===== src/servo_link_pkg.sv =====
// constants for the addressed ascii serial master (8e1 framing, control codes, timing)
// assumes a 25 MHz mclk; long waits are overridable at the top module
package servo_link_pkg;
  localparam int CLK_HZ = 25_000_000;
  localparam int BAUD = 9600;
  localparam logic [11:0] BAUD_DIV = 12'(CLK_HZ / BAUD);
  // first data-bit sample sits one and a half bit times after the start edge
  localparam logic [11:0] RX_FIRST = 12'(CLK_HZ / BAUD + CLK_HZ / BAUD / 2);
  localparam logic [3:0] TX_BITS = 4'ha;
  localparam logic [3:0] RX_BITS = 4'h9;

  localparam int REPLY_MS = 300;
  localparam int RESEND_MS = 100;
  localparam int START_MS = 3500;
  localparam int REPLY_CYC = CLK_HZ / 1000 * REPLY_MS;
  localparam int RESEND_CYC = CLK_HZ / 1000 * RESEND_MS;
  localparam int START_CYC = CLK_HZ / 1000 * START_MS;

  localparam logic [7:0] SOH = 8'h01;
  localparam logic [7:0] STX = 8'h02;
  localparam logic [7:0] ETX = 8'h03;
  localparam logic [7:0] EOT = 8'h04;
  localparam logic [7:0] STAR = 8'h2a;
  localparam logic [7:0] ASC_ZERO = 8'h30;
  localparam logic [7:0] HEX_LTR = 8'h37;
  localparam logic [7:0] CODE_OK = 8'h41;
  localparam logic [7:0] CODE_OK_ALM = 8'h61;
  localparam logic [7:0] LOWER_BASE = 8'h61;

  localparam int DATA_MAX = 16;
  localparam logic [4:0] HDR_LEN = 5'h07;
  localparam logic [1:0] MAX_TRIES = 2'h3;

  typedef enum {
    S_WAIT, S_IDLE, S_LOAD, S_SEND, S_LISTEN, S_EOT, S_GAP
  } mstate_t;
endpackage


===== src/servo_link_master.sv =====
// master station for the addressed ascii servo link, plus its payload fifo
// assumes one 25 MHz clock, a half-duplex driver enabled by tx_en, rxd from a pin
//
// Operation
// - master starts every exchange; the drive only answers commands
// - master baud must match the drive's configured speed
// - broadcast replies come only from station 0
// - control codes: SOH 01h, STX 02h, ETX 03h, EOT 04h
// - command, data number, value and checksum are ascii, hex upper case
// - station 0..9 sent as 30h..39h, 10..15 as A..F
// - checksum: low byte of sum after leading SOH/STX through ETX, two hex digits
// - no STX within 300 ms after sending: master sends EOT
// - master resends the message 100 ms after that EOT
// - three unanswered attempts give a time-out error
// - negative code: resend; three consecutive failures flag an error
// - parity or checksum fault in a reply: resend; three flag an error
// - master waits at least 3.5 s after power-on
// - master should first confirm the link with a harmless read
// - data field length depends on the command; no fixed length
`timescale 1ns/1ps

module char_fifo #(
  parameter int W = 8,
  parameter int D = 16
) (
  // clock and reset
  input wire logic mclk,
  input wire logic rst,
  // fill side
  input wire logic in_valid,
  output logic in_ready,
  input wire logic [W-1:0] in_data,
  // drain side
  output logic out_valid,
  input wire logic out_ready,
  output logic [W-1:0] out_data
);
  localparam int AW = $clog2(D);
  // depth must be a power of two so the pointers wrap by themselves
  typedef struct packed {
    logic [D-1:0][W-1:0] mem;
    logic [AW-1:0] wp;
    logic [AW-1:0] rp;
    logic [AW:0] cnt;
  } fifo_t;
  fifo_t q;
  fifo_t next_q;
  logic push;
  logic pop;

  assign in_ready = q.cnt != (AW+1)'(D);
  assign out_valid = q.cnt != '0;
  assign out_data = q.mem[q.rp];
  assign push = in_valid && in_ready;
  assign pop = out_valid && out_ready;

  always_comb begin
    next_q = q;
    if (push) begin
      next_q.mem[q.wp] = in_data;
      next_q.wp = q.wp + 1'b1;
    end
    if (pop) begin
      next_q.rp = q.rp + 1'b1;
    end
    next_q.cnt = q.cnt + (AW+1)'(push) - (AW+1)'(pop);
  end

  always_ff @(posedge mclk or posedge rst) begin
    if (rst) begin
      q <= '0;
    end else begin
      q <= next_q;
    end
  end
endmodule

module servo_link_master
  import servo_link_pkg::*;
#(
  parameter int T_START_CYC = START_CYC,
  parameter int T_REPLY_CYC = REPLY_CYC,
  parameter int T_RESEND_CYC = RESEND_CYC,
  parameter int T_BIT_CYC = int'(BAUD_DIV)
) (
  // clock and reset
  input wire logic mclk,
  input wire logic rst,
  // command request
  input wire logic start_valid,
  output logic start_ready,
  input wire logic [4:0] station,
  input wire logic bcast,
  input wire logic [15:0] cmd,
  input wire logic [15:0] data_no,
  input wire logic want_reply,
  // payload characters, pushed before start
  input wire logic in_valid,
  output logic in_ready,
  input wire logic [7:0] in_data,
  // reply stream and result
  output logic resp_valid,
  output logic [7:0] resp_data,
  output logic done,
  output logic err_timeout,
  output logic err_comm,
  output logic alarm,
  output logic [7:0] resp_code,
  // serial line
  input wire logic rxd,
  output logic txd,
  output logic tx_en
);
  typedef struct packed {
    mstate_t st;
    logic [26:0] tmr;
    logic [1:0] tries;
    logic want;
    logic [4:0] stn;
    logic bc;
    logic [31:0][7:0] frm;
    logic [4:0] len;
    logic [4:0] idx;
    logic [7:0] sum;
    logic tx_busy;
    logic [9:0] tx_sh;
    logic [3:0] tx_bit;
    logic [11:0] tx_cnt;
    logic txd;
    logic rx_s1;
    logic rx_s2;
    logic rx_busy;
    logic [3:0] rx_bit;
    logic [11:0] rx_cnt;
    logic [9:0] rx_sh;
    logic [2:0] pos;
    logic [7:0] rsum;
    logic rbad;
    logic [7:0] rhi;
    logic done;
    logic e_tmo;
    logic e_com;
    logic alarm;
    logic [7:0] code;
    logic rv;
    logic [7:0] rd;
  } master_t;
  master_t q;
  master_t d;
  // one bit time; hardware keeps the 9600 baud default, a bench may shorten it
  localparam logic [11:0] BIT_DIV = 12'(T_BIT_CYC);
  localparam logic [11:0] RX_MID = 12'(T_BIT_CYC + T_BIT_CYC / 2);

  logic f_valid;
  logic f_pop;
  logic [7:0] f_data;

  function automatic logic [7:0] hex_chr(input logic [3:0] v);
    return (v < 4'ha) ? ASC_ZERO + {4'h0, v} : HEX_LTR + {4'h0, v};
  endfunction

  function automatic logic [7:0] stn_chr(input logic [4:0] s);
    return (s < 5'h0a) ? ASC_ZERO + {3'h0, s} : HEX_LTR + {3'h0, s};
  endfunction

  char_fifo #(.W(8), .D(DATA_MAX)) payload (
    .mclk(mclk),
    .rst(rst),
    .in_valid(in_valid),
    .in_ready(in_ready),
    .in_data(in_data),
    .out_valid(f_valid),
    .out_ready(f_pop),
    .out_data(f_data)
  );

  assign start_ready = q.st == S_IDLE;
  assign txd = q.txd;
  assign tx_en = q.tx_busy;
  assign resp_valid = q.rv;
  assign resp_data = q.rd;
  assign done = q.done;
  assign err_timeout = q.e_tmo;
  assign err_comm = q.e_com;
  assign alarm = q.alarm;
  assign resp_code = q.code;

  logic tx_go;
  logic [7:0] tx_byte;
  logic rx_stb;
  logic rx_perr;
  logic [9:0] rx_new;
  logic [7:0] rx_byte;
  logic [7:0] s;
  logic bad;

  always_comb begin
    d = q;
    d.done = 1'b0;
    d.rv = 1'b0;
    tx_go = 1'b0;
    tx_byte = 8'h00;
    f_pop = 1'b0;
    s = 8'h00;
    bad = 1'b0;
    // receiver: first sync stage only feeds the second
    d.rx_s1 = rxd;
    d.rx_s2 = q.rx_s1;
    rx_stb = 1'b0;
    rx_new = {q.rx_s2, q.rx_sh[9:1]};
    rx_byte = rx_new[7:0];
    rx_perr = (rx_new[8] != ^rx_new[7:0]) || !rx_new[9];
    if (!q.rx_busy) begin
      if (!q.rx_s2) begin
        d.rx_busy = 1'b1;
        d.rx_cnt = RX_MID;
        d.rx_bit = 4'h0;
      end
    end else if (q.rx_cnt == 12'h000) begin
      d.rx_sh = rx_new;
      d.rx_cnt = BIT_DIV - 12'h001;
      d.rx_bit = q.rx_bit + 4'h1;
      if (q.rx_bit == RX_BITS) begin
        d.rx_busy = 1'b0;
        rx_stb = 1'b1;
      end
    end else begin
      d.rx_cnt = q.rx_cnt - 12'h001;
    end
    // transmitter: start bit goes out on load, then data, parity, stop
    if (q.tx_busy) begin
      if (q.tx_cnt == 12'h000) begin
        d.tx_cnt = BIT_DIV - 12'h001;
        d.tx_bit = q.tx_bit + 4'h1;
        if (q.tx_bit == TX_BITS) begin
          d.tx_busy = 1'b0;
        end else begin
          d.txd = q.tx_sh[0];
          d.tx_sh = {1'b1, q.tx_sh[9:1]};
        end
      end else begin
        d.tx_cnt = q.tx_cnt - 12'h001;
      end
    end
    case (q.st)
      S_WAIT: begin
        d.tmr = q.tmr + 27'h1;
        if (q.tmr == 27'(T_START_CYC - 1)) begin
          d.st = S_IDLE;
          d.tmr = '0;
        end
      end
      S_IDLE: begin
        if (start_valid) begin
          d.frm[0] = SOH;
          d.frm[1] = bcast ? STAR : stn_chr(station);
          d.frm[2] = cmd[15:8];
          d.frm[3] = cmd[7:0];
          d.frm[4] = STX;
          d.frm[5] = data_no[15:8];
          d.frm[6] = data_no[7:0];
          d.sum = d.frm[1] + cmd[15:8] + cmd[7:0] + STX + data_no[15:8] + data_no[7:0];
          d.len = HDR_LEN;
          d.want = want_reply;
          d.stn = station;
          d.bc = bcast;
          d.tries = 2'h0;
          d.st = S_LOAD;
        end
      end
      S_LOAD: begin
        // payload length is whatever the fifo holds, up to its depth
        if (f_valid && q.len < HDR_LEN + 5'(DATA_MAX)) begin
          f_pop = 1'b1;
          d.frm[q.len] = f_data;
          d.sum = q.sum + f_data;
          d.len = q.len + 5'h01;
        end else begin
          s = q.sum + ETX;
          d.frm[q.len] = ETX;
          d.frm[5'(q.len + 5'h01)] = hex_chr(s[7:4]);
          d.frm[5'(q.len + 5'h02)] = hex_chr(s[3:0]);
          d.len = q.len + 5'h03;
          d.idx = 5'h00;
          d.st = S_SEND;
        end
      end
      S_SEND: begin
        if (!q.tx_busy) begin
          if (q.idx == q.len) begin
            d.tmr = '0;
            d.pos = 3'h0;
            if (q.want) begin
              d.st = S_LISTEN;
            end else begin
              d.done = 1'b1;
              d.e_tmo = 1'b0;
              d.e_com = 1'b0;
              d.st = S_IDLE;
            end
          end else begin
            tx_go = 1'b1;
            tx_byte = q.frm[q.idx];
            d.idx = q.idx + 5'h01;
          end
        end
      end
      S_LISTEN: begin
        d.tmr = q.tmr + 27'h1;
        if (rx_stb) begin
          // any character restarts the silence timer
          d.tmr = '0;
          d.rbad = q.rbad || rx_perr;
          d.rsum = q.rsum + rx_byte;
          case (q.pos)
            3'h0: begin
              if (rx_byte == STX) begin
                d.pos = 3'h1;
                d.rsum = 8'h00;
                d.rbad = rx_perr;
              end
            end
            3'h1: begin
              // a broadcast is answered by station 0 only
              if (rx_byte != stn_chr(q.bc ? 5'h00 : q.stn)) begin
                d.rbad = 1'b1;
              end
              d.pos = 3'h2;
            end
            3'h2: begin
              d.code = rx_byte;
              d.alarm = rx_byte >= LOWER_BASE;
              d.pos = 3'h3;
            end
            3'h3: begin
              if (rx_byte == ETX) begin
                d.pos = 3'h4;
              end else begin
                d.rv = 1'b1;
                d.rd = rx_byte;
              end
            end
            3'h4: begin
              d.rsum = q.rsum;
              d.rhi = rx_byte;
              d.pos = 3'h5;
            end
            default: begin
              d.rsum = q.rsum;
              bad = d.rbad || q.rhi != hex_chr(q.rsum[7:4]) || rx_byte != hex_chr(q.rsum[3:0]);
              d.pos = 3'h0;
              if (!bad && (q.code == CODE_OK || q.code == CODE_OK_ALM)) begin
                d.done = 1'b1;
                d.e_tmo = 1'b0;
                d.e_com = 1'b0;
                d.st = S_IDLE;
              end else if (q.tries == MAX_TRIES - 2'h1) begin
                d.tries = MAX_TRIES;
                d.done = 1'b1;
                d.e_tmo = 1'b0;
                d.e_com = 1'b1;
                d.st = S_IDLE;
              end else begin
                d.tries = q.tries + 2'h1;
                d.idx = 5'h00;
                d.st = S_SEND;
              end
            end
          endcase
        end else if (q.tmr == 27'(T_REPLY_CYC - 1)) begin
          d.tries = q.tries + 2'h1;
          d.idx = 5'h00;
          d.st = S_EOT;
        end
      end
      S_EOT: begin
        if (!q.tx_busy) begin
          if (q.idx == 5'h00) begin
            tx_go = 1'b1;
            tx_byte = EOT;
            d.idx = 5'h01;
          end else if (q.tries == MAX_TRIES) begin
            d.done = 1'b1;
            d.e_tmo = 1'b1;
            d.e_com = 1'b0;
            d.st = S_IDLE;
          end else begin
            d.tmr = '0;
            d.st = S_GAP;
          end
        end
      end
      S_GAP: begin
        d.tmr = q.tmr + 27'h1;
        if (q.tmr == 27'(T_RESEND_CYC - 1)) begin
          d.tmr = '0;
          d.idx = 5'h00;
          d.st = S_SEND;
        end
      end
      default: begin
        d.st = S_IDLE;
      end
    endcase
    if (tx_go) begin
      d.tx_busy = 1'b1;
      d.txd = 1'b0;
      d.tx_sh = {1'b1, ^tx_byte, tx_byte};
      d.tx_cnt = BIT_DIV - 12'h001;
      d.tx_bit = 4'h0;
    end
  end

  always_ff @(posedge mclk or posedge rst) begin
    if (rst) begin
      q <= '0;
      q.txd <= 1'b1;
      q.rx_s1 <= 1'b1;
      q.rx_s2 <= 1'b1;
    end else begin
      q <= d;
    end
  end

  a_tx_parity: assert property (@(posedge mclk) disable iff (rst)
    $rose(q.tx_busy) |-> !q.txd && q.tx_sh[9] && q.tx_sh[8] == ^q.tx_sh[7:0])
    else $error("character framing or parity wrong");
  a_start_wait: assert property (@(posedge mclk) disable iff (rst)
    q.st == S_WAIT |-> !start_ready && !tx_en)
    else $error("link used during start-up wait");
  a_eot_code: assert property (@(posedge mclk) disable iff (rst)
    (q.st == S_EOT && tx_go) |=> q.tx_sh[7:0] == EOT && q.tx_busy)
    else $error("time-out did not send EOT");
  a_reply_tmo: assert property (@(posedge mclk) disable iff (rst)
    (q.st == S_LISTEN && d.st == S_EOT) |-> q.tmr == 27'(T_REPLY_CYC - 1))
    else $error("reply time-out at wrong count");
  a_resend_gap: assert property (@(posedge mclk) disable iff (rst)
    (q.st == S_GAP && d.st == S_SEND) |-> q.tmr == 27'(T_RESEND_CYC - 1))
    else $error("resend gap at wrong count");
  a_tries_max: assert property (@(posedge mclk) disable iff (rst)
    (q.done && (q.e_tmo || q.e_com)) |-> q.tries == MAX_TRIES)
    else $error("error flagged before third attempt");
  a_station_chr: assert property (@(posedge mclk) disable iff (rst)
    (start_valid && start_ready && !bcast) |=> q.frm[1] == stn_chr($past(station)) && q.frm[0] == SOH)
    else $error("station character wrong");
  a_only_cmd: assert property (@(posedge mclk) disable iff (rst)
    tx_en |-> q.st == S_SEND || q.st == S_EOT)
    else $error("line driven outside a command");
endmodule


===== config.mk =====
export PLATFORM = sky130hd
export DESIGN_NAME = servo_link_master
export DESIGN_NICKNAME = d
export VERILOG_FILES = /design/src/servo_link_pkg.sv /design/src/servo_link_master.sv
export SDC_FILE = /design/constraint.sdc
export NUM_CORES = 2
export LEC_CHECK = 0
export ABC_CLOCK_PERIOD_IN_PS = 11000
export BUFFER_PORTS_ARGS = -buffer_cell sky130_fd_sc_hd__clkbuf_2
export CAP_MARGIN = 20
export CORE_UTILIZATION = 35
export DETAILED_ROUTE_END_ITERATION = 8
export PLACE_DENSITY = 0.52
export SYNTH_ARGS = -nofsm -noshare
export SYNTH_HDL_FRONTEND = slang
export SYNTH_HIERARCHICAL = 1
export SYNTH_SLANG_ARGS = --single-unit

===== constraint.sdc =====
create_clock -name mclk -period 11 [get_ports mclk]
set_clock_uncertainty 0.2 [all_clocks]
set_input_delay 0.55 -clock mclk [delete_from_list [all_inputs] [get_ports mclk]]
set_output_delay 0.55 -clock mclk [all_outputs]
set_load 0.005 [all_outputs]

==> results.sh <==
export IMPL_async_flop_share_pct=100.0
export IMPL_initial_utilization_pct=35.34
export IMPL_final_nets=4092
export IMPL_synth_edf_count=0
export IMPL_drtPass1Iterations=7
export IMPL_grt_pass1_wl_um=200800
export IMPL_syn_avg_cell_area_um2=8.855
export IMPL_cts_tree="done"
export IMPL_ios=77
export IMPL_hold_path_class="primary input to flip-flop"
export IMPL_cp_top_family="simple AND/OR/NAND/NOR gates"
export IMPL_rows=117
export IMPL_ys_warn_count=6
export IMPL_p_leak_nw=16.31
export IMPL_io_buffer_count=76
export IMPL_grt_usage_pct=25.24
export IMPL_tns_ns=0
export IMPL_clock_tree_buffer_depth=3
export IMPL_utilization_pct=38.75
export IMPL_tightestPinTransition_ns=1.204
export IMPL_clock_latency_ns=0.67
export IMPL_cts_setup_buffers=0
export IMPL_first_global_vias=30390
export IMPL_drc=0
export IMPL_synthCells=4066
export IMPL_synth_cell_types=104
export IMPL_post_dp_hpwl_um=85310
export IMPL_crit_path_cell_trace="ha_1 -> and2_1 -> o21ai_0 -> and2_4 -> nand2_1 -> inv_1 -> and2_4 -> ha_1 -> inv_1 -> ha_1 -> fa_1 -> a21oi_1 -> nor2_1 -> nor2_1 -> xnor2_1"
export IMPL_syn_nets=4208
export IMPL_cts_root_buf="clkbuf_16"
export IMPL_cts_buffers=69
export IMPL_postRouteAntennaNets=0
export IMPL_yosysSeqAreaShare_pct=38.30
export IMPL_cts_sinks=551
export IMPL_synth_most_common_cell="dfrtp_1"
export IMPL_crit_buf_inv=2
export IMPL_relSlewSlack_pct=19.07
export IMPL_area_growth_pct=9.664
export IMPL_cts_resized_gates=0
export IMPL_crit_path_top_delay_cell="dfrtp_1"
export IMPL_fmax_mhz=206.1
export IMPL_fin_crit_sh_pct=44.11
export IMPL_wirelength_um=132400
export IMPL_fill_cells=10240
export IMPL_overflow=0
export IMPL_hold_viol_final=0
export IMPL_period_needed_ns=4.852
export IMPL_drv_cap=0
export IMPL_post_drt_wl_per_cell_um=24.66
export IMPL_critPathCaptureType="flip-flop"
export IMPL_htree_levels=3
export IMPL_crit_type="flip-flop to flip-flop"
export IMPL_yosys_area_top_type="dfrtp_1"
export IMPL_setup_violations=0
export IMPL_synth_ff_type="dfrtp_1"
export IMPL_antenna_found_initial=1
export IMPL_cts_hold_buf=7
export IMPL_peakVddDrop_uv=161.1
export IMPL_die_w_um=322.7
export IMPL_drv_slew=0
export IMPL_path_clk_slew_ns=0.06
export IMPL_ys_top_cells_by_count="dfrtp_1, nand2_1, o21ai_0, nor2_1, a21oi_1"
export IMPL_synth_top_area_share_pct=38.09
export IMPL_synth_seq_cells=551
export IMPL_status="complete, no violations"
export IMPL_path_common_cell="ha_1"
export IMPL_vias_per_cell=6.078
export IMPL_crit_path_max_fanout=19
export IMPL_gp_congestion=0.9068
export IMPL_first_iter_violations=3583
export IMPL_syn_area_um2=36010
export IMPL_crit_path_max_incr_delay_ns=0.71
export IMPL_core_area_um2=101900
export IMPL_vias=32630
export IMPL_rsz0062_at_grt="no"
export IMPL_synthTopCellsByArea="dfrtp_1, o21ai_0, nand2_1"
export IMPL_die_h_um=322.7
export IMPL_required_ns=11.39
export IMPL_startpoint_type="flip-flop"
export IMPL_crit_arrival_ns=5.24
export IMPL_drive_gt1_share_pct=12.46
export IMPL_powerDensity_nw_per_um2=156.7
export IMPL_grt_max_degree=142
export IMPL_die_area_um2=104200
## power breakdown
part           total (mW)  switching (mW)  internal [mW]  leakage, nW
registers            2.42           0.142           2.28         7.30
clock network        2.30           0.982           1.32         1.09
logic                1.47           0.963          0.503         7.92
## flip-flops by register name, indices dropped and copies added, names as in the netlist
register     flops
resp_code        8
err_timeout      1
resp_valid       1
done             1
payload/q      141
d                1
err_comm         1
tx_en            1
alarm            1
q              386
resp_data        8
txd              1
## through the flow
| step | hold WS, ns | instance area, um2 | cells | power [mW] | worst slack [ns] |
|---|---|---|---|---|---|
| after CTS | 0.01452 | 39480 | 5366 | 6.208 | 6.239 |
| after global placement | 0.1516 | 37200 | 5240 | 3.870 | 6.255 |
| after global routing | 0.02606 | 39480 | 5366 | 6.411 | 5.846 |
| final | 0.04029 | 39490 | 5368 | 6.189 | 6.148 |
| after floorplan | 0.1452 | 36010 | 4066 | 3.305 | 4.727 |
| after detailed placement | 0.1497 | 37200 | 5240 | 3.887 | 6.245 |
## layout by cell type (no fill, tap or decap), drive strengths merged, types with 17 or more instances in the layout
| cell type | count |
|---|---|
| nand4 | 17 |
| nand2 | 441 |
| o221ai | 17 |
| a221oi | 28 |
| fa | 24 |
| xnor2 | 55 |
| a22oi | 29 |
| ha | 66 |
| nor3 | 44 |
| inv | 131 |
| o21ai | 408 |
| dfrtp | 548 |
| a21o | 19 |
| xor2 | 34 |
| mux2 | 143 |
| buf | 50 |
| clkbuf | 171 |
| o311ai | 22 |
| a21oi | 310 |
| o22ai | 115 |
| nand3 | 203 |
| nor2 | 390 |
| and3 | 20 |
| a31oi | 78 |
| and2 | 34 |
| mux2i | 73 |
| o211ai | 147 |
| o21a | 17 |
| mux4 | 79 |
| nor2b | 32 |
| nand2b | 22 |
## routing by layer
| metal | GRT usage [%] | up-vias | part of all wire [%] |
|---|---|---|---|
| li1 | - | 14630 | - |
| met1 | 35.65 | 16200 | 44 |
| met2 | 38.37 | 1499 | 44 |
| met3 | 4.464 | 295 | 8.0 |
| met4 | 9.447 | 2 | 3.8 |
| met5 | 0 | - | 0.0098 |
## path summary, 6_finish.rpt
check	slack, ns	depth (start not counted)	to	startpoint
setup / recovery	6.15	15	payload/q[4]$_DFF_PP0_	q[113]$_DFFE_PP0P_
hold / removal	0.04	3	q[169]$_DFFE_PP0P_	data_no[5]
setup reg to reg	6.15	15	payload/q[4]$_DFF_PP0_	q[113]$_DFFE_PP0P_
hold reg to reg	0.16	0	q[68]$_DFF_PP1_	d[68]$_DFF_PP1_
max in group asynchronous	7.92	5	q[250]$_DFFE_PP0P_	rst
min in group asynchronous	0.43	3	resp_code[4]$_DFFE_PP0P_	rst
## cell families (layout without fill, tap and decap cells)
group | after synthesis | in the layout | synth area share (%)
compound gates | 1310 | 1310 | 22.26
simple gates | 1280 | 1280 | 16.49
flops | 551 | 551 | 38.30
buf+inv | 449 | 381 | 5.379
mux | 295 | 295 | 11.65
xor+xnor | 91 | 91 | 2.290
fa+ha+maj | 90 | 90 | 3.628
other cells | 0 | 2 | 0
## worst min-delay path, stage by stage
cell and delay (ns):
clkbuf_2 0.12, nand2_1 0.06, a41oi_1 0.12
## layout make-up
cell class / count / area, um2 / share of cell area (%)
Sequential cell: 551 / 13800 / 34.95
Clock buffer: 95 / 1914 / 4.848
Multi-Input combinational cell: 3066 / 20430 / 51.74
Antenna cell: 2 / 5.005 / 0.01268
Inverter: 129 / 493.0 / 1.248
Timing Repair Buffer: 133 / 838.3 / 2.123
Tap cell: 1368 / 1712 / 4.335
Clock inverter: 24 / 292.8 / 0.7415
No activity file was read; power rests on OpenSTA's default activity.
